## src/cfwd_pkg.sv

```systemverilog
// Purpose: constants shared by the forwarding control block
// Assumes: apb byte address is four times the register index
// Notes: all offsets below are register indexes
package cfwd_pkg;
  // ----------------------------------------------------------------
  // register indexes
  // ----------------------------------------------------------------
  localparam logic [7:0] IDX_MAX_HI = 8'h1d;
  localparam logic [7:0] IDX_MAX_LO = 8'h1e;
  localparam logic [7:0] IDX_RATE = 8'h1f;
  localparam logic [7:0] IDX_BLOCK = 8'h20;
  localparam logic [7:0] IDX_MODE = 8'h21;
  localparam logic [7:0] IDX_STATUS = 8'h22;
  localparam logic [7:0] IDX_IRQ_STS = 8'h30;
  localparam logic [7:0] IDX_IRQ_MASK = 8'h31;
  // ----------------------------------------------------------------
  // reset values and writable bits
  // ----------------------------------------------------------------
  localparam logic [7:0] RST_MAX_HI = 8'h00;
  localparam logic [7:0] RST_MAX_LO = 8'h04;
  localparam logic [7:0] RST_RATE = 8'h02;
  localparam logic [7:0] RST_BLOCK = 8'h30;
  localparam logic [7:0] RST_MODE = 8'h01;
  localparam logic [7:0] WMASK_RATE = 8'h0f;
  localparam logic [7:0] WMASK_BLOCK = 8'hf0;
  localparam logic [7:0] WMASK_MODE = 8'hcf;
  // ----------------------------------------------------------------
  // field positions
  // ----------------------------------------------------------------
  localparam int RATE_LSB = 0;
  localparam int P0_BLOCK_BIT = 4;
  localparam int RR_BIT = 0;
  localparam int SYNC_LSB = 2;
  localparam int AS_AVAIL_BIT = 6;
  localparam int REPLICATE_BIT = 7;
  localparam int STS_ALIGNED_BIT = 0;
  localparam int STS_LOST_BIT = 2;
  localparam int IRQ_FRAME_BIT = 0;
  localparam int IRQ_LOST_BIT = 1;
  // ----------------------------------------------------------------
  // encodings
  // ----------------------------------------------------------------
  localparam logic [1:0] RATE_1G6 = 2'h0;
  localparam logic [1:0] RATE_800M = 2'h2;
  localparam logic [1:0] RATE_400M = 2'h3;
  typedef enum logic [1:0] {
    SYNC_OFF = 2'b00,
    SYNC_BASIC = 2'b01,
    SYNC_INTERLEAVE = 2'b10,
    SYNC_CONCAT = 2'b11
  } cfwd_sync_t;
  typedef enum logic [0:0] {
    FW_IDLE = 1'b0,
    FW_SEND = 1'b1
  } cfwd_state_t;
endpackage

```

## src/cfwd_frame_counter.sv

```systemverilog
// Purpose: frame number for raw-mode frame boundary packets
// Assumes: advance is a one-cycle pulse at each frame start
// Notes: zero limit means numbering off
`timescale 1ns/100ps
module cfwd_frame_counter #(
  parameter int W = 16 // frame number width
) (
  input wire logic pclk, // block clock
  input wire logic presetn, // async reset, active low
  input wire logic [W-1:0] max_count, // frame limit
  input wire logic advance, // frame start pulse
  output logic [W-1:0] frame_number // current number
);
  logic [W-1:0] next_frame_number;

  always_comb begin
    next_frame_number = frame_number;
    if (max_count == '0) begin
      next_frame_number = '0;
    end else if (advance) begin
      if (frame_number >= max_count || frame_number == '0) begin
        next_frame_number = W'(1);
      end else begin
        next_frame_number = frame_number + W'(1);
      end
    end else if (frame_number > max_count) begin
      // limit dropped below us: next frame starts again at 1
      next_frame_number = '0;
    end
  end

  always_ff @(posedge pclk or negedge presetn) begin
    if (!presetn) begin
      frame_number <= '0;
    end else begin
      frame_number <= next_frame_number;
    end
  end
endmodule

```

## src/cfwd_forward.sv

```systemverilog
// Purpose: register bank and forwarding control for the csi-2 merge stage
// Assumes: rx and tx strobes are on pclk; link pins are asynchronous
// Notes: apb slave answers with no wait states
// How it works
// - raw mode frames carry a 16-bit number on start and end packets
// - a zero frame limit forces frame number zero
// - nonzero limit: number counts 1 up to limit, then back to 1
// - limit is upper byte register and lower byte register, lower resets 4
// - two-bit rate select: 00 1.6G, 10 800M, 11 400M, reset 800M
// - a set block bit stops that port; both blocked after reset
// - replicate mode copies output 0 onto output 1
// - synchronized mode waits for lines from all enabled ports
// - as-available sends each port's line as soon as ready
// - as-available ignored in concatenation and for frame sync packets
// - two-bit field picks off, basic, interleave or concatenation
// - round robin, on at reset, rotates between ready ports
// - aligned status bit reads zero whenever synchronized mode is off
// - align-lost flag, clear on read, only after one aligned frame
`timescale 1ns/100ps
module cfwd_forward #(
  parameter int NUM_W = 16, // frame number width
  parameter int DATA_W = 32 // csi word width
) (
  input wire logic pclk, // block clock
  input wire logic presetn, // async reset, active low
  input wire logic psel, // apb select
  input wire logic penable, // apb enable
  input wire logic pwrite, // apb direction
  input wire logic [9:0] paddr, // apb byte address
  input wire logic [31:0] pwdata, // apb write data
  output logic pready, // apb ready
  output logic [31:0] prdata, // apb read data
  output logic pslverr, // apb error
  input wire logic link_clk, // raw link clock pin
  input wire logic link_frame, // raw link frame pin
  input wire logic [1:0] rx_line_ready, // line waiting per port
  input wire logic [1:0] rx_frame_start, // frame start per port
  input wire logic tx_done, // transmitter finished a line
  input wire logic [DATA_W-1:0] csi0_data, // output 0 word
  input wire logic csi0_valid, // output 0 word valid
  output logic [1:0] fwd_grant, // send line from port
  output logic fwd_concat, // join granted lines
  output logic raw_fs, // emit frame start packet
  output logic raw_fe, // emit frame end packet
  output logic [NUM_W-1:0] frame_number, // number for raw packets
  output logic [1:0] tx_rate_sel, // serial rate code
  output logic [DATA_W-1:0] csi1_data, // output 1 word
  output logic csi1_valid, // output 1 word valid
  output logic irq // interrupt, active high
);
  // ----------------------------------------------------------------
  // apb register bank
  // ----------------------------------------------------------------
  logic [7:0] max_hi, max_lo, rate_reg, block_reg, mode_reg, irq_sts, irq_mask;
  logic [7:0] next_max_hi, next_max_lo, next_rate_reg, next_block_reg, next_mode_reg;
  logic [7:0] next_irq_sts, next_irq_mask, rd_byte;
  logic [31:0] next_prdata;
  logic [7:0] idx;
  logic mapped, wr_en, rd_access;
  logic lost_flag, next_lost_flag, aligned, next_aligned;
  logic lost_evt, frame_evt;

  assign idx = paddr[9:2];
  assign pready = 1'b1;
  assign wr_en = psel && penable && pwrite && mapped;
  assign rd_access = psel && penable && !pwrite && mapped;
  assign pslverr = psel && penable && !mapped;

  always_comb begin
    mapped = paddr[1:0] == 2'h0;
    case (idx)
      cfwd_pkg::IDX_MAX_HI: rd_byte = max_hi;
      cfwd_pkg::IDX_MAX_LO: rd_byte = max_lo;
      cfwd_pkg::IDX_RATE: rd_byte = rate_reg;
      cfwd_pkg::IDX_BLOCK: rd_byte = block_reg;
      cfwd_pkg::IDX_MODE: rd_byte = mode_reg;
      cfwd_pkg::IDX_STATUS: begin
        rd_byte = 8'h00;
        rd_byte[cfwd_pkg::STS_ALIGNED_BIT] = aligned;
        rd_byte[cfwd_pkg::STS_LOST_BIT] = lost_flag;
      end
      cfwd_pkg::IDX_IRQ_STS: rd_byte = irq_sts;
      cfwd_pkg::IDX_IRQ_MASK: rd_byte = irq_mask;
      default: begin
        rd_byte = 8'h00;
        mapped = 1'b0;
      end
    endcase
  end

  always_comb begin
    next_max_hi = max_hi;
    next_max_lo = max_lo;
    next_rate_reg = rate_reg;
    next_block_reg = block_reg;
    next_mode_reg = mode_reg;
    next_irq_mask = irq_mask;
    next_irq_sts = irq_sts;
    next_prdata = prdata;
    // data is latched in the setup cycle so it is steady in the access cycle
    if (psel && !penable && !pwrite) begin
      next_prdata = {24'h0, rd_byte};
    end
    if (wr_en) begin
      case (idx)
        cfwd_pkg::IDX_MAX_HI: next_max_hi = pwdata[7:0];
        cfwd_pkg::IDX_MAX_LO: next_max_lo = pwdata[7:0];
        cfwd_pkg::IDX_RATE: next_rate_reg = pwdata[7:0] & cfwd_pkg::WMASK_RATE;
        cfwd_pkg::IDX_BLOCK: next_block_reg = pwdata[7:0] & cfwd_pkg::WMASK_BLOCK;
        cfwd_pkg::IDX_MODE: next_mode_reg = pwdata[7:0] & cfwd_pkg::WMASK_MODE;
        cfwd_pkg::IDX_IRQ_STS: next_irq_sts = irq_sts & ~pwdata[7:0];
        cfwd_pkg::IDX_IRQ_MASK: next_irq_mask = pwdata[7:0];
        default: next_irq_mask = irq_mask;
      endcase
    end
    // events set after the clear so a same-cycle event survives
    if (frame_evt) begin
      next_irq_sts[cfwd_pkg::IRQ_FRAME_BIT] = 1'b1;
    end
    if (lost_evt) begin
      next_irq_sts[cfwd_pkg::IRQ_LOST_BIT] = 1'b1;
    end
  end

  always_ff @(posedge pclk or negedge presetn) begin
    if (!presetn) begin
      max_hi <= cfwd_pkg::RST_MAX_HI;
      max_lo <= cfwd_pkg::RST_MAX_LO;
      rate_reg <= cfwd_pkg::RST_RATE;
      block_reg <= cfwd_pkg::RST_BLOCK;
      mode_reg <= cfwd_pkg::RST_MODE;
      irq_sts <= 8'h00;
      irq_mask <= 8'h00;
      prdata <= 32'h0;
    end else begin
      max_hi <= next_max_hi;
      max_lo <= next_max_lo;
      rate_reg <= next_rate_reg;
      block_reg <= next_block_reg;
      mode_reg <= next_mode_reg;
      irq_sts <= next_irq_sts;
      irq_mask <= next_irq_mask;
      prdata <= next_prdata;
    end
  end

  assign irq = |(irq_sts & irq_mask);
  assign tx_rate_sel = rate_reg[cfwd_pkg::RATE_LSB +: 2];

  // ----------------------------------------------------------------
  // decoded controls
  // ----------------------------------------------------------------
  logic [1:0] enabled, ready_en;
  logic rr_on, as_avail, replicate;
  cfwd_pkg::cfwd_sync_t sync_mode;

  assign enabled = ~block_reg[cfwd_pkg::P0_BLOCK_BIT +: 2];
  assign ready_en = rx_line_ready & enabled;
  assign rr_on = mode_reg[cfwd_pkg::RR_BIT];
  assign sync_mode = cfwd_pkg::cfwd_sync_t'(mode_reg[cfwd_pkg::SYNC_LSB +: 2]);
  // concatenation needs whole sets of lines, so early sending is off there
  assign as_avail = mode_reg[cfwd_pkg::AS_AVAIL_BIT] && sync_mode != cfwd_pkg::SYNC_CONCAT;
  assign replicate = mode_reg[cfwd_pkg::REPLICATE_BIT];

  // ----------------------------------------------------------------
  // line forwarding engine
  // ----------------------------------------------------------------
  cfwd_pkg::cfwd_state_t state, next_state;
  logic last_port, next_last_port;
  logic [1:0] next_fwd_grant, pick_one;
  logic next_fwd_concat;

  always_comb begin
    // rotate: when both wait, the port not served last goes first
    if (ready_en == 2'b11) begin
      pick_one = last_port ? 2'b01 : 2'b10;
    end else begin
      pick_one = ready_en;
    end
    next_state = state;
    next_last_port = last_port;
    next_fwd_grant = 2'b00;
    next_fwd_concat = fwd_concat;
    case (state)
      cfwd_pkg::FW_IDLE: begin
        if (sync_mode != cfwd_pkg::SYNC_OFF) begin
          if (as_avail) begin
            next_fwd_grant = pick_one;
          end else if (enabled != 2'b00 && ready_en == enabled) begin
            next_fwd_grant = enabled;
          end
          next_fwd_concat = sync_mode == cfwd_pkg::SYNC_CONCAT;
        end else if (rr_on) begin
          next_fwd_grant = pick_one;
          next_fwd_concat = 1'b0;
        end
        if (next_fwd_grant != 2'b00) begin
          next_state = cfwd_pkg::FW_SEND;
          next_last_port = next_fwd_grant[1];
        end
      end
      cfwd_pkg::FW_SEND: begin
        if (tx_done) begin
          next_state = cfwd_pkg::FW_IDLE;
        end
      end
      default: next_state = cfwd_pkg::FW_IDLE;
    endcase
  end

  always_ff @(posedge pclk or negedge presetn) begin
    if (!presetn) begin
      state <= cfwd_pkg::FW_IDLE;
      last_port <= 1'b1;
      fwd_grant <= 2'b00;
      fwd_concat <= 1'b0;
    end else begin
      state <= next_state;
      last_port <= next_last_port;
      fwd_grant <= next_fwd_grant;
      fwd_concat <= next_fwd_concat;
    end
  end

  // ----------------------------------------------------------------
  // frame alignment tracking
  // ----------------------------------------------------------------
  // frame starts are sync packets: as-available never touches them
  logic [1:0] seen, next_seen, starts;
  logic sent_one, next_sent_one;

  assign starts = rx_frame_start & enabled;

  always_comb begin
    next_seen = seen;
    next_aligned = aligned;
    next_sent_one = sent_one;
    next_lost_flag = lost_flag;
    lost_evt = 1'b0;
    if (rd_access && idx == cfwd_pkg::IDX_STATUS) begin
      next_lost_flag = 1'b0;
    end
    if (sync_mode == cfwd_pkg::SYNC_OFF) begin
      next_seen = 2'b00;
      next_aligned = 1'b0;
    end else if (starts != 2'b00) begin
      if ((seen & starts) != 2'b00) begin
        next_seen = starts;
        next_aligned = 1'b0;
        lost_evt = sent_one;
      end else if ((seen | starts) == enabled) begin
        next_seen = 2'b00;
        next_aligned = 1'b1;
        next_sent_one = 1'b1;
      end else begin
        next_seen = seen | starts;
      end
    end
    if (lost_evt) begin
      next_lost_flag = 1'b1;
    end
  end

  always_ff @(posedge pclk or negedge presetn) begin
    if (!presetn) begin
      seen <= 2'b00;
      aligned <= 1'b0;
      sent_one <= 1'b0;
      lost_flag <= 1'b0;
    end else begin
      seen <= next_seen;
      aligned <= next_aligned;
      sent_one <= next_sent_one;
      lost_flag <= next_lost_flag;
    end
  end

  // ----------------------------------------------------------------
  // raw link pins and frame numbering
  // ----------------------------------------------------------------
  logic [2:0] pin_sync [2];
  logic [1:0] pin_level, next_pin_level;
  logic link_frame_q, next_link_frame_q;
  logic link_rise;

  for (genvar p = 0; p < 2; p++) begin : g_pin
    always_ff @(posedge pclk or negedge presetn) begin
      if (!presetn) begin
        pin_sync[p] <= 3'h0;
      end else begin
        pin_sync[p] <= {pin_sync[p][1:0], p == 0 ? link_clk : link_frame};
      end
    end
    // the level moves only once the second and third stages agree
    assign next_pin_level[p] = pin_sync[p][1] == pin_sync[p][2] ? pin_sync[p][2] : pin_level[p];
  end

  assign link_rise = next_pin_level[0] && !pin_level[0];

  always_comb begin
    next_link_frame_q = link_rise ? pin_level[1] : link_frame_q;
  end

  always_ff @(posedge pclk or negedge presetn) begin
    if (!presetn) begin
      pin_level <= 2'b00;
      link_frame_q <= 1'b0;
      raw_fs <= 1'b0;
      raw_fe <= 1'b0;
    end else begin
      pin_level <= next_pin_level;
      link_frame_q <= next_link_frame_q;
      raw_fs <= next_link_frame_q && !link_frame_q;
      raw_fe <= !next_link_frame_q && link_frame_q;
    end
  end

  assign frame_evt = raw_fe;

  cfwd_frame_counter #(.W(NUM_W)) u_count (
    .pclk(pclk),
    .presetn(presetn),
    .max_count(NUM_W'({max_hi, max_lo})),
    .advance(next_link_frame_q && !link_frame_q),
    .frame_number(frame_number)
  );

  // ----------------------------------------------------------------
  // replicate output
  // ----------------------------------------------------------------
  always_ff @(posedge pclk or negedge presetn) begin
    if (!presetn) begin
      csi1_data <= '0;
      csi1_valid <= 1'b0;
    end else begin
      csi1_data <= replicate ? csi0_data : '0;
      csi1_valid <= replicate && csi0_valid;
    end
  end
endmodule

```

## config.mk

```make
export PLATFORM = sky130hd
export DESIGN_NAME = cfwd_forward
export DESIGN_NICKNAME = d
export VERILOG_FILES = /design/src/cfwd_pkg.sv /design/src/cfwd_frame_counter.sv /design/src/cfwd_forward.sv
export SDC_FILE = /design/constraint.sdc
export NUM_CORES = 1
export LEC_CHECK = 0
export BUFFER_PORTS_ARGS = -buffer_cell sky130_fd_sc_hd__buf_2
export CAP_MARGIN = 0
export CORE_ASPECT_RATIO = 1.2
export CORE_MARGIN = 4
export CORE_UTILIZATION = 56
export CTS_CLUSTER_SIZE = 24
export DETAILED_ROUTE_END_ITERATION = 16
export PLACE_DENSITY_LB_ADDON = 0.25
export RECOVER_POWER = 50
export SETUP_SLACK_MARGIN = 0.5
export SLEW_MARGIN = 20
export SYNTH_ARGS = -nofsm -noshare
export SYNTH_HDL_FRONTEND = slang
export SYNTH_SLANG_ARGS = --single-unit
```

## constraint.sdc

```tcl
create_clock -name pclk -period 3.86 [get_ports pclk]
set_clock_uncertainty 0.2 [all_clocks]
set_input_delay 0 -clock pclk [delete_from_list [all_inputs] [get_ports pclk]]
set_output_delay 0 -clock pclk [all_outputs]
set_load 0.01 [all_outputs]
```

==> flow_summary_export.csv <==
group,metric,value,unit
outcome,status,"finished clean",
floorplan,dieArea,0.0127,mm²
drt,drt-pass1-iter-count,5,
clock_tree,clkTransAtPathRegs,60,ps
grt,grt_max_degree,80,
finish,nets,882,
floorplan,start_util,57.8,%
critical_path,timing.critical_path.from,"u_count.frame_number[11]",
critical_path,startpoint_type,"flop",
logic_synthesis,synth_area_per_cell,10.4,µm²
clock_tree,cts_buffers,17,
timing,fin_crit_sh,78.2,%
logic_synthesis,yosysSeqAreaShare,50.7,%
finish,top_regs,"csi1_data: 32 flops, u_count.frame_number: 16 flops",
clock_tree,cts_buffer_depth,2,
drt,routed_wl,16.1,mm
grt,track_usage,25.6,%
timing,worst_pin_slew,876,ps
critical_path,crit_type,"flop to flop",
finish,largest_register_ff_count,32,
finish,post-route-util,74.3,%
logic_synthesis,synth_top_area_share,48.1,%
grt,grt_pass1_vias,5233,
job,maxCapViolCount,0,
critical_path,timing.rr.start,"u_count.frame_number[11]",
critical_path,regToRegSetupSlack,840,ps
finish,top_register,"csi1_data",
critical_path,required,4010,ps
critical_path,arrival,3170,ps
logic_synthesis,synth_enable_flop_cells,0,
timing,relSlewSlack,41.1,%
logic_synthesis,yosys_warnings,0,
placement,place_hpwl,10.5,mm
timing,rsz0062_at_grt,"false",
logic_synthesis,synth_common_cells,"dfrtp_1, nand2_1, nor2_1",
critical_path,end_kind,"flop",
floorplan,rows,41,
floorplan,die_w,104,µm
finish,drive_gt1_share,18.2,%
timing,holdWs,33.4,ps
timing,setup_violations,0,
critical_path,worstPathMaxFanout,18,
drt,postRouteAntennaNets,0,
clock_tree,clkSinkCount,124,
timing,min_period,3020,ps
timing,hold_violations,0,
critical_path,reg2reg_depth,7,
power,leakage,3.77,nW
logic_synthesis,syn_area,0.00614,mm²
logic_synthesis,ys_types,65,
logic_synthesis,async_reset_ff_share,100,%
logic_synthesis,synth_area_leaders,"dfrtp_1, mux2_2, and2_1, ha_1, buf_4",
drt,vias,5147,
critical_path,timing.rr.end,"u_count.frame_number[14]",
finish,fillers,782,
power,vdd_drop_max,354,µV
logic_synthesis,synthFlopType,"dfrtp_1",
floorplan,coreArea,0.0106,mm²
clock_tree,cts_root_buf,"clkbuf_16",
power,powerDensity,415,mW/mm²
timing,fmax,331,MHz
drt,viasPerCell,5.59,
critical_path,endpoint,"u_count.frame_number[14]",
logic_synthesis,synth_top_area_cell,"dfrtp_1",
grt,antenna_found_initial,1,
finish,area_growth,28.5,%
drt,drt_iter0_markers,253,
floorplan,io_pins,178,
clock_tree,clock_latency,410,ps
clock_tree,ctsHtreeMaxLevel,4,
clock_tree,cts_tree,"yes",
logic_synthesis,synth_most_common_cell,"dfrtp_1",
grt,grt_overflow_total,0,
placement,io_buffers,128,
grt,grt_pass1_wl,25.9,mm
timing,final.setup.tns,0,ps
drt,wl_per_cell,17.5,µm
drt,drc,0,
logic_synthesis,syn_inst,589,
timing,slew_violations,0,
floorplan,die_h,123,µm
logic_synthesis,ys_ff_latch,124,
placement,routabilityCongestion,0.860,
worst_hold_path,hp-class,"primary input to flop",
==> cell usage in the layout (no fill, tap or decap), drive strengths merged, types with 6 or more instances in the layout <==
master       Yosys  final
nor2            44     44
clkbuf          14     83
nand4            7      7
conb             2     25
nand2           50     50
nand3            8      8
buf             37     69
nor2b            6      6
a21oi           30     30
mux2            26     26
and2            38     38
nor3            15     15
ha              18     18
nor4            13     13
a221o           13     13
dlygate4sd3      0     64
a22oi            9      9
o21ai           30     30
mux2i            9      9
a21boi           6      6
dfrtp          118    118
dfstp            6      6
inv             30     33
==> metal layers <==
metal	vias to the layer above	part of all wire, %	global-route usage (%)
met5	-	0	0
met4	0	2.8	9.73
met3	36	4.6	5.84
met2	165	54	46.6
met1	2535	38	29.8
li1	2411	-	-
==> cell families after synthesis <==
| logic type | Yosys count | synth area share, % |
|---|---|---|
| and+or+nand+nor | 209 | 18.4 |
| other | 2 | 0.122 |
| adders and majority gates | 20 | 4.00 |
| AOI/OAI and AO/OA | 117 | 12.9 |
| muxes | 36 | 6.61 |
| buffers and inverters | 81 | 7.26 |
| DFF | 124 | 50.7 |
==> power by group <==
part	internal [W]	total, W	switching [W]
registers	0.00135	0.00139	0.0000471
logic	0.000150	0.000326	0.000176
clock network	0.000970	0.00156	0.000588
total	0.00247	0.00328	0.000811
==> how the worst min path moves through the flow <==
stage | startpoint | endpoint | slack [ps] | cells after the start
after floorplan | presetn | aligned | -500 | 0
after global placement | link_clk | pin_sync[3] | -90 | 1
after detailed placement | link_clk | pin_sync[3] | -90 | 1
after CTS | link_clk | pin_sync[3] | 8 | 2
after global routing | link_frame | pin_sync[0] | 40 | 2
final | link_frame | pin_sync[0] | 30 | 2
==> final cells by class <==
type	instances	area, µm²	share of cell area, %
flip-flops and latches	124	3110	39.4
multi-input cells	407	2660	33.8
repair buffers	197	1250	15.9
clock buffers	19	443	5.62
well taps	129	161	2.05
clock inverters	13	141	1.79
inverters	30	113	1.43
diodes	1	2.50	0.0317
==> worst max-delay path: stages, from the launching register on <==
cell      delay, ps
dfrtp_1         480
ha_1            350
a21oi_1         160
nor2_1           50
or3_1           350
a2111o_2        650
a21oi_4         470
a221o_1         240
==> per-stage QoR <==
stage / area (µm²) / setup WS (ps) / total power (W) / instances
floorplan: 6220 / 1280 / 0.00157 / 612
global placement: 6730 / 762 / 0.00167 / 822
detailed placement: 6730 / 633 / 0.00169 / 822
CTS: 7940 / 619 / 0.00329 / 917
global route: 7890 / 665 / 0.00340 / 920
finish: 7890 / 840 / 0.00328 / 920
==> repair_timing <==
action / 4_1_cts / 5_1_grt
buffers inserted: 0 / 0
resized for setup: 0 / 1
endpoints found under the hold margin: 170 / 37
setup endpoints to repair: 0 / 13
hold buffers: 63 / 1
Note: power is estimated with default switching activity, not from simulation.
